File: config.mk
export PLATFORM = sky130hd
export DESIGN_NAME = ethc_main_regs
export DESIGN_NICKNAME = d
export VERILOG_FILES = /design/src/ethc_pkg.sv /design/src/ethc_main_regs.sv
export VERILOG_INCLUDE_DIRS = /design/src /design/src/src
export SDC_FILE = /design/constraint.sdc
export NUM_CORES = 1
export LEC_CHECK = 0
export ABC_AREA = 1
export BUFFER_PORTS_ARGS = -buffer_cell sky130_fd_sc_hd__buf_4
export CELL_PAD_IN_SITES_DETAIL_PLACEMENT = 0
export CELL_PAD_IN_SITES_GLOBAL_PLACEMENT = 1
export CORE_MARGIN = 1
export CORE_UTILIZATION = 36
export CTS_BUF_LIST = sky130_fd_sc_hd__clkbuf_16
export DETAILED_ROUTE_END_ITERATION = 12
export PLACE_DENSITY_LB_ADDON = 0.2
export SYNTH_ARGS = -nofsm -noshare
export SYNTH_HDL_FRONTEND = slang
export SYNTH_SLANG_ARGS = --single-unit
File: constraint.sdc
create_clock -name sys_clk -period 2.45 [get_ports sys_clk]
set_clock_uncertainty 0.2 [all_clocks]
set_input_delay 0.245 -clock sys_clk [delete_from_list [all_inputs] [get_ports sys_clk]]
set_output_delay 0.245 -clock sys_clk [all_outputs]
set_load 0.02 [all_outputs]
File: src/ethc_regs.svh
/*
 * ethc_regs.svh: offsets, field positions, reset values and masks of
 * the main control register and its companion register map.
 * Assumes the including file uses the values as plain constants.
 */
`ifndef ETHC_REGS_SVH
`define ETHC_REGS_SVH

// ----------------------------------------------------------------
// banks and offsets
// ----------------------------------------------------------------
`define ETHC_BANK2 2'h2
`define ETHC_BANK3 2'h3
`define ETHC_OFF_MAIN 5'h1F
`define ETHC_OFF_STATUS 5'h1D
`define ETHC_OFF_PHY_INDEX 5'h14
`define ETHC_OFF_PHY_WR_LO 5'h16
`define ETHC_OFF_PHY_RD_LO 5'h18
`define ETHC_OFF_STATION 5'h00
`define ETHC_OFF_BIST_SEED 5'h06
`define ETHC_OFF_BIST_CTRL 5'h07
`define ETHC_OFF_BIST_SUM_LO 5'h08
`define ETHC_OFF_MGMT 5'h0A
`define ETHC_OFF_REVISION 5'h12
`define ETHC_OFF_CLK_OUT 5'h15
`define ETHC_OFF_FLOW 5'h17
`define ETHC_OFF_PAUSE_LO 5'h18

// ----------------------------------------------------------------
// storage indexes of the plain registers
// ----------------------------------------------------------------
`define ETHC_NREG 18
`define ETHC_IX_PHY_INDEX 5'h00
`define ETHC_IX_PHY_WR_LO 5'h01
`define ETHC_IX_PHY_RD_LO 5'h03
`define ETHC_IX_STATION 5'h05
`define ETHC_IX_BIST_SEED 5'h0B
`define ETHC_IX_BIST_CTRL 5'h0C
`define ETHC_IX_BIST_SUM_LO 5'h0D
`define ETHC_IX_FLOW 5'h0F
`define ETHC_IX_PAUSE_LO 5'h10
`define ETHC_IX_PAUSE_HI 5'h11

// ----------------------------------------------------------------
// fields, masks, reset values
// ----------------------------------------------------------------
`define ETHC_B_TX_RST 7
`define ETHC_B_RX_RST 6
`define ETHC_B_DMA_GO 5
`define ETHC_B_DMA_SUM 4
`define ETHC_B_TX_REQ 3
`define ETHC_B_RX_EN 2
`define ETHC_MAIN_RST 8'h00
`define ETHC_MASK_INDEX 8'h1F
`define ETHC_MASK_3BIT 8'h07
`define ETHC_MASK_FULL 8'hFF
`define ETHC_RST_PAUSE_HI 8'h10
`define ETHC_RST_ZERO 8'h00
`define ETHC_RST_CLK_OUT 3'h4

`endif

File: src/ethc_pkg.sv
/*
 * ethc_pkg: types of the main control register block.
 * Assumes ethc_regs.svh holds the numeric constants.
 */
`default_nettype none
package ethc_pkg;
    // host register operations as decoded from the serial command
    typedef enum logic [1:0] {
        op_read = 2'b00,
        op_write = 2'b01,
        op_bit_set = 2'b10,
        op_bit_clr = 2'b11
    } ethc_op_t;

    typedef struct packed {
        logic valid;
        ethc_op_t op;
        logic [4:0] addr;
        logic [7:0] data;
    } ethc_cmd_t;

    // what an address lands on
    typedef enum logic [2:0] {
        kind_none = 3'b000,
        kind_plain = 3'b001,
        kind_main = 3'b010,
        kind_status = 3'b011,
        kind_rev = 3'b100,
        kind_clkout = 3'b101,
        kind_mgmt = 3'b110
    } ethc_kind_t;

    typedef struct packed {
        ethc_kind_t kind;
        logic [4:0] idx;
    } ethc_dec_t;

    typedef struct packed {
        logic busy;
        logic scan;
        logic nvalid;
    } ethc_mgmt_t;

    // configuration seen by the engines
    typedef struct packed {
        logic [4:0] phy_index;
        logic [15:0] phy_wdata;
        logic [47:0] station;
        logic [7:0] bist_seed;
        logic [7:0] bist_ctrl;
        logic [2:0] flow;
        logic [15:0] pause;
        logic [2:0] clk_out;
    } ethc_cfg_t;
endpackage : ethc_pkg
`default_nettype wire

File: src/ethc_main_regs.sv
/*
 * ethc_main_regs: main control register and banked register map of
 * the Ethernet controller, reached by decoded serial commands.
 * Assumes the serial front end delivers one command per valid cycle
 * and that the engines answer with one-cycle done pulses.
 */
`include "ethc_regs.svh"
`default_nettype none

// Contract
// - transmit reset bit holds transmit logic reset
// - receive reset bit holds receive logic reset
// - dma busy bit reads one while running
// - sum select picks checksum over copy
// - transmit request reads one while sending
// - receive enable stores packets, else discards
// - bank select routes banked register accesses
// - revision register read-only, silicon dependent value
// - clock-out field loads 100 on power-on only
// - clock ready clears on power-on only
module ethc_main_regs (
    input wire logic sys_clk,
    input wire logic nrst,
    input wire logic por_n,
    input wire ethc_pkg::ethc_cmd_t cmd,
    output logic [7:0] rd_data,
    output logic rd_valid,
    output logic tx_logic_rst,
    output logic rx_logic_rst,
    output logic dma_start,
    output logic dma_busy,
    output logic dma_sum_mode,
    input wire logic dma_done,
    output logic tx_start,
    output logic tx_request,
    input wire logic tx_done,
    input wire logic rx_pkt_ok,
    output logic rx_pkt_store,
    output logic [1:0] bank,
    input wire logic [4:0] revision,
    input wire logic osc_ready,
    output logic clock_ready,
    input wire ethc_pkg::ethc_mgmt_t mgmt,
    input wire logic phy_rd_load,
    input wire logic [15:0] phy_rd_data,
    input wire logic bist_sum_load,
    input wire logic [15:0] bist_sum,
    output ethc_pkg::ethc_cfg_t cfg
);

    // ------------------------------------------------------------
    // functions
    // ------------------------------------------------------------

    // map bank and offset onto a register kind and storage index
    function automatic ethc_pkg::ethc_dec_t ethc_decode(
        input logic [1:0] bsel,
        input logic [4:0] off
    );
        ethc_pkg::ethc_dec_t d;
        d.kind = ethc_pkg::kind_none;
        d.idx = 5'h00;
        if (off == `ETHC_OFF_MAIN)
        begin
            d.kind = ethc_pkg::kind_main;
        end
        else if (off == `ETHC_OFF_STATUS)
        begin
            d.kind = ethc_pkg::kind_status;
        end
        else if (bsel == `ETHC_BANK2)
        begin
            if (off == `ETHC_OFF_PHY_INDEX)
            begin
                d.kind = ethc_pkg::kind_plain;
                d.idx = `ETHC_IX_PHY_INDEX;
            end
            else if (off >= `ETHC_OFF_PHY_WR_LO && off <= 5'h19)
            begin
                d.kind = ethc_pkg::kind_plain;
                d.idx = 5'(off - `ETHC_OFF_PHY_WR_LO + `ETHC_IX_PHY_WR_LO);
            end
        end
        else if (bsel == `ETHC_BANK3)
        begin
            if (off <= 5'h09)
            begin
                d.kind = ethc_pkg::kind_plain;
                d.idx = 5'(off + `ETHC_IX_STATION);
            end
            else if (off == `ETHC_OFF_MGMT)
            begin
                d.kind = ethc_pkg::kind_mgmt;
            end
            else if (off == `ETHC_OFF_REVISION)
            begin
                d.kind = ethc_pkg::kind_rev;
            end
            else if (off == `ETHC_OFF_CLK_OUT)
            begin
                d.kind = ethc_pkg::kind_clkout;
            end
            else if (off == `ETHC_OFF_FLOW)
            begin
                d.kind = ethc_pkg::kind_plain;
                d.idx = `ETHC_IX_FLOW;
            end
            else if (off == `ETHC_OFF_PAUSE_LO || off == 5'h19)
            begin
                d.kind = ethc_pkg::kind_plain;
                d.idx = 5'(off - `ETHC_OFF_PAUSE_LO + `ETHC_IX_PAUSE_LO);
            end
        end
        return d;
    endfunction : ethc_decode

    // apply a write, bit-set or bit-clear to an old value
    function automatic logic [7:0] ethc_apply(
        input ethc_pkg::ethc_op_t op,
        input logic [7:0] old,
        input logic [7:0] d
    );
        logic [7:0] r;
        r = old;
        unique case (op)
            ethc_pkg::op_write: r = d;
            ethc_pkg::op_bit_set: r = old | d;
            ethc_pkg::op_bit_clr: r = old & ~d;
            ethc_pkg::op_read: r = old;
        endcase
        return r;
    endfunction : ethc_apply

    // implemented bits of each plain register
    function automatic logic [7:0] ethc_mask(input logic [4:0] ix);
        logic [7:0] m;
        m = `ETHC_MASK_FULL;
        if (ix == `ETHC_IX_PHY_INDEX)
        begin
            m = `ETHC_MASK_INDEX;
        end
        else if (ix == `ETHC_IX_FLOW)
        begin
            m = `ETHC_MASK_3BIT;
        end
        return m;
    endfunction : ethc_mask

    // reset value of each plain register
    function automatic logic [7:0] ethc_rst_val(input logic [4:0] ix);
        logic [7:0] v;
        v = `ETHC_RST_ZERO;
        if (ix == `ETHC_IX_PAUSE_HI)
        begin
            v = `ETHC_RST_PAUSE_HI;
        end
        return v;
    endfunction : ethc_rst_val

    // ------------------------------------------------------------
    // state
    // ------------------------------------------------------------
    logic [7:0] main_r;
    logic [7:0] main_nxt;
    logic [7:0] regs_r [`ETHC_NREG];
    logic [7:0] regs_nxt [`ETHC_NREG];
    logic [2:0] clk_out_r;
    logic clk_rdy_r;
    logic [7:0] rd_data_r;
    logic rd_valid_r;
    logic dma_start_r;
    logic tx_start_r;

    // ------------------------------------------------------------
    // command decode
    // ------------------------------------------------------------

    // bank routing uses the live bank select field
    ethc_pkg::ethc_dec_t dec;
    logic is_wr;
    logic is_rd;
    logic main_wr;
    logic plain_wr;
    logic clk_wr;
    logic [7:0] main_sw;
    logic [7:0] plain_sw;
    logic [7:0] clk_sw;
    logic dma_set;
    logic tx_set;
    assign dec = ethc_decode(main_r[1:0], cmd.addr);
    assign is_wr = cmd.valid && cmd.op != ethc_pkg::op_read;
    assign is_rd = cmd.valid && cmd.op == ethc_pkg::op_read;
    assign main_wr = is_wr && dec.kind == ethc_pkg::kind_main;
    assign plain_wr = is_wr && dec.kind == ethc_pkg::kind_plain;
    assign clk_wr = is_wr && dec.kind == ethc_pkg::kind_clkout;
    assign main_sw = ethc_apply(cmd.op, main_r, cmd.data);
    assign plain_sw = ethc_apply(cmd.op, regs_r[dec.idx], cmd.data);
    assign clk_sw = ethc_apply(cmd.op, {5'h00, clk_out_r}, cmd.data);

    // a host write that raises a start bit launches the engine
    assign dma_set = main_wr && main_sw[`ETHC_B_DMA_GO] && !main_r[`ETHC_B_DMA_GO];
    assign tx_set = main_wr && main_sw[`ETHC_B_TX_REQ] && !main_r[`ETHC_B_TX_REQ];

    // ------------------------------------------------------------
    // main control next value
    // ------------------------------------------------------------

    // busy bits drop on the engine's done pulse; a new start wins
    always_comb
    begin
        main_nxt = main_wr ? main_sw : main_r;
        main_nxt[`ETHC_B_DMA_GO] = dma_set || (main_nxt[`ETHC_B_DMA_GO] && !dma_done);
        main_nxt[`ETHC_B_TX_REQ] = tx_set || (main_nxt[`ETHC_B_TX_REQ] && !tx_done);
    end

    // main control register, cleared by the general reset nrst only, not by por_n
    always_ff @(posedge sys_clk or negedge nrst)
    begin
        if (!nrst)
        begin
            main_r <= `ETHC_MAIN_RST;
            dma_start_r <= 1'b0;
            tx_start_r <= 1'b0;
        end
        else
        begin
            main_r <= main_nxt;
            dma_start_r <= dma_set;
            tx_start_r <= tx_set;
        end
    end

    // ------------------------------------------------------------
    // plain registers
    // ------------------------------------------------------------

    // host writes through the mask, engines load result registers
    always_comb
    begin
        for (int i = 0; i < `ETHC_NREG; i++)
        begin
            regs_nxt[i] = regs_r[i];
        end
        if (plain_wr)
        begin
            regs_nxt[dec.idx] = plain_sw & ethc_mask(dec.idx);
        end
        if (phy_rd_load)
        begin
            regs_nxt[`ETHC_IX_PHY_RD_LO] = phy_rd_data[7:0];
            regs_nxt[`ETHC_IX_PHY_RD_LO + 5'h01] = phy_rd_data[15:8];
        end
        if (bist_sum_load)
        begin
            regs_nxt[`ETHC_IX_BIST_SUM_LO] = bist_sum[7:0];
            regs_nxt[`ETHC_IX_BIST_SUM_LO + 5'h01] = bist_sum[15:8];
        end
    end

    // plain register storage
    always_ff @(posedge sys_clk or negedge nrst)
    begin
        if (!nrst)
        begin
            for (int i = 0; i < `ETHC_NREG; i++)
            begin
                regs_r[i] <= ethc_rst_val(5'(i));
            end
        end
        else
        begin
            regs_r <= regs_nxt;
        end
    end

    // ------------------------------------------------------------
    // power-on only state
    // ------------------------------------------------------------

    // clock-out select and clock ready survive all but power-on
    always_ff @(posedge sys_clk or negedge por_n)
    begin
        if (!por_n)
        begin
            clk_out_r <= `ETHC_RST_CLK_OUT;
            clk_rdy_r <= 1'b0;
        end
        else
        begin
            if (clk_wr)
            begin
                clk_out_r <= clk_sw[2:0];
            end
            if (osc_ready)
            begin
                clk_rdy_r <= 1'b1;
            end
        end
    end

    // ------------------------------------------------------------
    // read path
    // ------------------------------------------------------------

    // revision comes straight from the silicon pins, never stored
    logic [7:0] rd_mux;
    always_comb
    begin
        unique case (dec.kind)
            ethc_pkg::kind_main: rd_mux = main_r;
            ethc_pkg::kind_plain: rd_mux = regs_r[dec.idx];
            ethc_pkg::kind_status: rd_mux = {7'h00, clk_rdy_r};
            ethc_pkg::kind_rev: rd_mux = {3'h0, revision};
            ethc_pkg::kind_clkout: rd_mux = {5'h00, clk_out_r};
            ethc_pkg::kind_mgmt: rd_mux = {5'h00, mgmt.nvalid, mgmt.scan, mgmt.busy};
            default: rd_mux = 8'h00;
        endcase
    end

    // read answer one cycle after the command
    always_ff @(posedge sys_clk or negedge nrst)
    begin
        if (!nrst)
        begin
            rd_data_r <= 8'h00;
            rd_valid_r <= 1'b0;
        end
        else
        begin
            rd_valid_r <= is_rd;
            if (is_rd)
            begin
                rd_data_r <= rd_mux;
            end
        end
    end

    // ------------------------------------------------------------
    // outputs
    // ------------------------------------------------------------
    assign rd_data = rd_data_r;
    assign rd_valid = rd_valid_r;
    assign tx_logic_rst = main_r[`ETHC_B_TX_RST];
    assign rx_logic_rst = main_r[`ETHC_B_RX_RST];
    assign dma_start = dma_start_r;
    assign dma_busy = main_r[`ETHC_B_DMA_GO];
    assign dma_sum_mode = main_r[`ETHC_B_DMA_SUM];
    assign tx_start = tx_start_r;
    assign tx_request = main_r[`ETHC_B_TX_REQ];
    assign bank = main_r[1:0];
    assign clock_ready = clk_rdy_r;

    // packets are kept only when receive is on and out of reset
    assign rx_pkt_store = rx_pkt_ok && main_r[`ETHC_B_RX_EN] && !main_r[`ETHC_B_RX_RST];

    // configuration gathered for the engines
    assign cfg.phy_index = regs_r[`ETHC_IX_PHY_INDEX][4:0];
    assign cfg.phy_wdata = {regs_r[`ETHC_IX_PHY_WR_LO + 5'h01], regs_r[`ETHC_IX_PHY_WR_LO]};
    assign cfg.station = {regs_r[9], regs_r[10], regs_r[7], regs_r[8], regs_r[5], regs_r[6]};
    assign cfg.bist_seed = regs_r[`ETHC_IX_BIST_SEED];
    assign cfg.bist_ctrl = regs_r[`ETHC_IX_BIST_CTRL];
    assign cfg.flow = regs_r[`ETHC_IX_FLOW][2:0];
    assign cfg.pause = {regs_r[`ETHC_IX_PAUSE_HI], regs_r[`ETHC_IX_PAUSE_LO]};
    assign cfg.clk_out = clk_out_r;
endmodule : ethc_main_regs
`default_nettype wire

==> summary by stage <==
Synthesis
For this run, the register share of the synthesized area comes to between 30% and 40%. Yosys mapped a number of flops with a built-in enable equal to 0. The total nets after synthesis is around 1600. The proportion of synthesized flip-flops having asynchronous set or reset is 100.0%.

Of the total synthesized cell area, the portion taken by XOR and XNOR cells is 0.4177%. The post-synthesis instance area is ~10000 µm². After synthesis, the largest family of logic cells by area is simple AND/OR/NAND/NOR gates. The fraction of the mapped netlist area in adder cells is 0.9547%. After synthesis, the netlist uses between 40 and 50 different library cells. Synthesis inferred roughly 170 register bits. The dominant synthesized flop cell is sky130_fd_sc_hd__dfrtp_1. The mean cell area of the mapped netlist is just under 7 µm². Summing the areas of all and, or, nand and nor instances in the mapped netlist gives ~36% of the synthesized area. Summing the areas of all compound-gate instances in the mapped netlist gives 6.516% of the synthesized area.

The number of warnings reported in the yosys synthesis log is 0. Synthesis produced a netlist whose cell count is 1512. In the synthesized netlist, mux cells make up 0% of the area.

Route
The routed layout has around 11000 vias. The detail route stage leaves a number of antenna-violating nets equal to 0. The routed design has 43500 µm of wire. The first detailed-routing pass ran for 11 iterations.

The final routed wire length divided by cell count is 19.23 µm. The violation count after the first detailed-routing iteration is between 800 and 900. In the routed design, unresolved DRC markers number 1. The post-detailed-route via-to-cell ratio is 4.925.

Global route
The overall fraction of global-route tracks in use is ~29%. The number of antenna violations at the first check in global routing was 0. The via count of the first global-routing pass is 10960. The wire length of the first global-routing pass is 65380 µm. Entering global routing, the biggest net connects 70 pins. The total overflow reported by the global router is 0.

Worst hold path
The startpoint of the lowest-slack hold path is cmd[14]. The worst hold path belongs to the class in2reg.

Floorplan
The die outline height is around 170 µm. The initial standard-cell utilization of the core is 36.53%. After floorplanning, the core was divided into 62 placement rows. The die width is about 170 µm. Pin placement for this block handled between 150 and 200 I/O pins. The die covers approximately 30000 µm².

The placeable core region is roughly 29000 µm².

Worst setup path
For the worst setup path, the data required time is 2.58 ns. The first element of the critical path is main_r[0]$_DFFE_PN0P_. The startpoint of the worst-slack reg-to-reg timing path is main_r[0]$_DFFE_PN0P_. The startpoint class of the critical path is a register.

The largest fanout of any net on the critical path is 5. The data arrival at the endpoint of the critical path is 2.94 ns. The critical path start-end classification is reg2reg. STA classifies the critical path endpoint as a register.

Power and ir drop
The net switching share of the total power is a little over two fifths. In this run, flip-flops and latches consume ~30% of the power. Summed over all cells, the static leakage comes to slightly below 9 nW. Cell internal power was estimated by the tool at 7.411 mW.

Combinational logic is responsible for between 40% and 50% of the overall power. The total net switching power is approximately 5.5 mW. The largest vdd supply drop is ~480 µV. In this run, the clock network consumes a little over a fifth of the power. The cell area power density is 770.1 nW/µm².

Final layout
The diode insertion count for antenna repair is 0. In the layout the commonest cells are 480 x sky130_fd_sc_hd__nand2_1, 331 x sky130_fd_sc_hd__buf_4, 164 x sky130_fd_sc_hd__dfrtp_1. The net count of the finished layout is between 1500 and 2000. The growth of design area from synthesis to finish is 60.38%. The utilization of the core after routing is roughly three fifths. The finished cells cover about 17000 µm². The ratio of cells with drive above 1 in the final layout is around 47%. The final cell count without fillers is approximately 2300. The library cell used most frequently in the layout, excluding fill and tap cells, is sky130_fd_sc_hd__nand2_1.

Place
After detailed placement, the design holds a cell count of about 2100. Once placement finished, the instance area stood at 13190 µm². Timing analysis after detailed placement gives a worst setup slack of -0.7890 ns. The congestion estimate from routability-driven global placement came to around 0.89. The detailed-placement wirelength estimate is 29430 µm. In this run the tool buffered the top-level ports with 191 buffer cells.

STA
The number of max-slew violations in the final report is 0. The slack of the critical path is -0.3634 ns. The post-layout minimum cycle time is between 2 and 3 ns. The worst path uses 114.8% of the clock period. The number of hold-slack violations in the final timing report is 0. The fmax is between 300 and 400 MHz. At the pin with the least slew margin, the transition time is around 0.47 ns.

The minimum hold slack is around 0.016 ns. In this run the tightest slew margin relative to its limit is slightly below 70%. Setup repair after global routing could not meet its margin everywhere. Setup violations remaining at the end of the flow were counted as ~150.

Clocking
For this design, the sink count on the clock tree is about 170. The clock insertion delay at the later pin of the skew report is ~0.45 ns. TritonCTS built the clock tree. The clock transition time at the flip-flop clock pins of the worst setup and hold paths is about 0.070 ns. The clock tree root driver cell is sky130_fd_sc_hd__clkbuf_16.

In this run the deepest clock path goes through 2 buffers. The number of CTS-inserted buffers is 17. The H-tree generated during clock tree synthesis spans 4 levels.

Outcome
The run finished, with violations left. The final reports fail on design-rule violations, negative setup slack.

Job
The max capacitance violation total is 0.
-- path summary, 6_finish.rpt --
check                                    endpoint  slack, ns  cells after the start
max in group asynchronous     cfg[15]$_DFFE_PN1P_       1.20                      3
hold / removal              main_r[1]$_DFFE_PN0P_       0.02                      3
min in group asynchronous     cfg[44]$_DFFE_PN0P_       0.06                      2
setup reg to reg              cfg[22]$_DFFE_PN0P_      -0.36                     17
setup / recovery              cfg[22]$_DFFE_PN0P_      -0.36                     17
hold reg to reg            rd_data[3]$_DFFE_PN0P_       0.29                      2
-- metrics by stage --
step	TNS (ns)	power, mW
2_1_floorplan	-6.387	6.815
3_3_place_gp	-93.20	8.560
3_5_place_dp	-100.13	8.575
4_1_cts	-42.03	12.45
5_1_grt	-57.81	13.54
6_report	-41.42	12.95
-- state kept, by name (all words and copies together) (netlist names) --
register / count
clock_ready: 1
tx_start: 1
dma_start: 1
clk_out_r: 3
main_r: 8
cfg: 104
rd_data: 8
regs_r: 40
rd_valid: 1
-- timing repair --
action,CTS,global route
cloned,11,3
setup buffers,47,31
hold endpoints to repair,215,0
gates resized for setup,255,207
hold buffers,51,0
setup endpoints to repair,152,153
pin swaps,45,113
-- per-layer routing --
layer  vias up  track usage (%)  share of wire (%)
met3        78            4.354                5.2
met2       388            46.56                 47
met5         -                0                  0
met1      5362            38.64                 44
li1       5313                -                  -
met4         0            12.13                3.6
-- cell usage after synthesis, drive strengths merged, types with 2 or more instances --
cell / instances / area [µm²]
or2: 8 / 50.05
a21oi: 16 / 91.34
nand3: 135 / 690.7
o22ai: 3 / 18.77
o21ai: 76 / 406.6
o211ai: 4 / 30.03
a32o: 4 / 40.04
xor2: 5 / 43.79
o21bai: 2 / 15.01
a31oi: 3 / 25.02
nand3b: 6 / 45.04
inv: 174 / 655.6
dfrtp: 165 / 4129
ha: 8 / 100.1
nor2: 97 / 446.7
buf: 134 / 990.9
nand2: 642 / 2470
dfstp: 2 / 52.55
clkbuf: 9 / 33.78
nand4: 2 / 12.51
a22oi: 2 / 15.01
nor3: 6 / 56.31
o31ai: 2 / 15.01
-- critical path, cell delays in order (launching register included) --
cell	delay, ns
sky130_fd_sc_hd__dfrtp_2	0.45
sky130_fd_sc_hd__nor3_4	0.21
sky130_fd_sc_hd__buf_6	0.13
sky130_fd_sc_hd__nand2_4	0.05
sky130_fd_sc_hd__o21ai_4	0.19
sky130_fd_sc_hd__nand2_4	0.12
sky130_fd_sc_hd__buf_6	0.14
sky130_fd_sc_hd__nor2_4	0.14
sky130_fd_sc_hd__buf_6	0.16
sky130_fd_sc_hd__buf_6	0.12
sky130_fd_sc_hd__nand2_4	0.05
sky130_fd_sc_hd__a31oi_4	0.17
sky130_fd_sc_hd__nor2_4	0.06
sky130_fd_sc_hd__nand3_2	0.09
sky130_fd_sc_hd__nand2_4	0.11
sky130_fd_sc_hd__clkbuf_16	0.20
sky130_fd_sc_hd__nand2_2	0.05
sky130_fd_sc_hd__nand2_1	0.04
-- kinds of logic (layout without fill, tap and decap cells) --
kind of cell	Yosys count	in the layout
and+or+nand+nor	899	899
buffers and inverters	318	684
DFF	167	167
AOI/OAI and AO/OA	115	115
adders and majority gates	8	8
xor gates and xnor gates	5	5
-- area by class of cell --
cell class	count	area, µm²
repair inverters	1	6.256
fillers	2652	11890
flip-flops and latches	167	4183
inverters	175	705.7
well taps	384	480.5
clock buffers	17	425.4
clock inverters	15	152.6
multi-input cells	1027	6337
repair buffers	476	4526
-- power groups by stage --
stage | logic, mW | clock network, mW | registers (mW)
final | 6.29 | 2.73 | 3.93
after global routing | 6.67 | 2.87 | 4.00
after CTS | 5.77 | 2.76 | 3.92
after detailed placement | 4.62 | 0 | 3.96
after global placement | 4.59 | 0 | 3.97
after floorplan | 3.08 | 0 | 3.74
No activity file was read; power rests on OpenSTA's default activity.
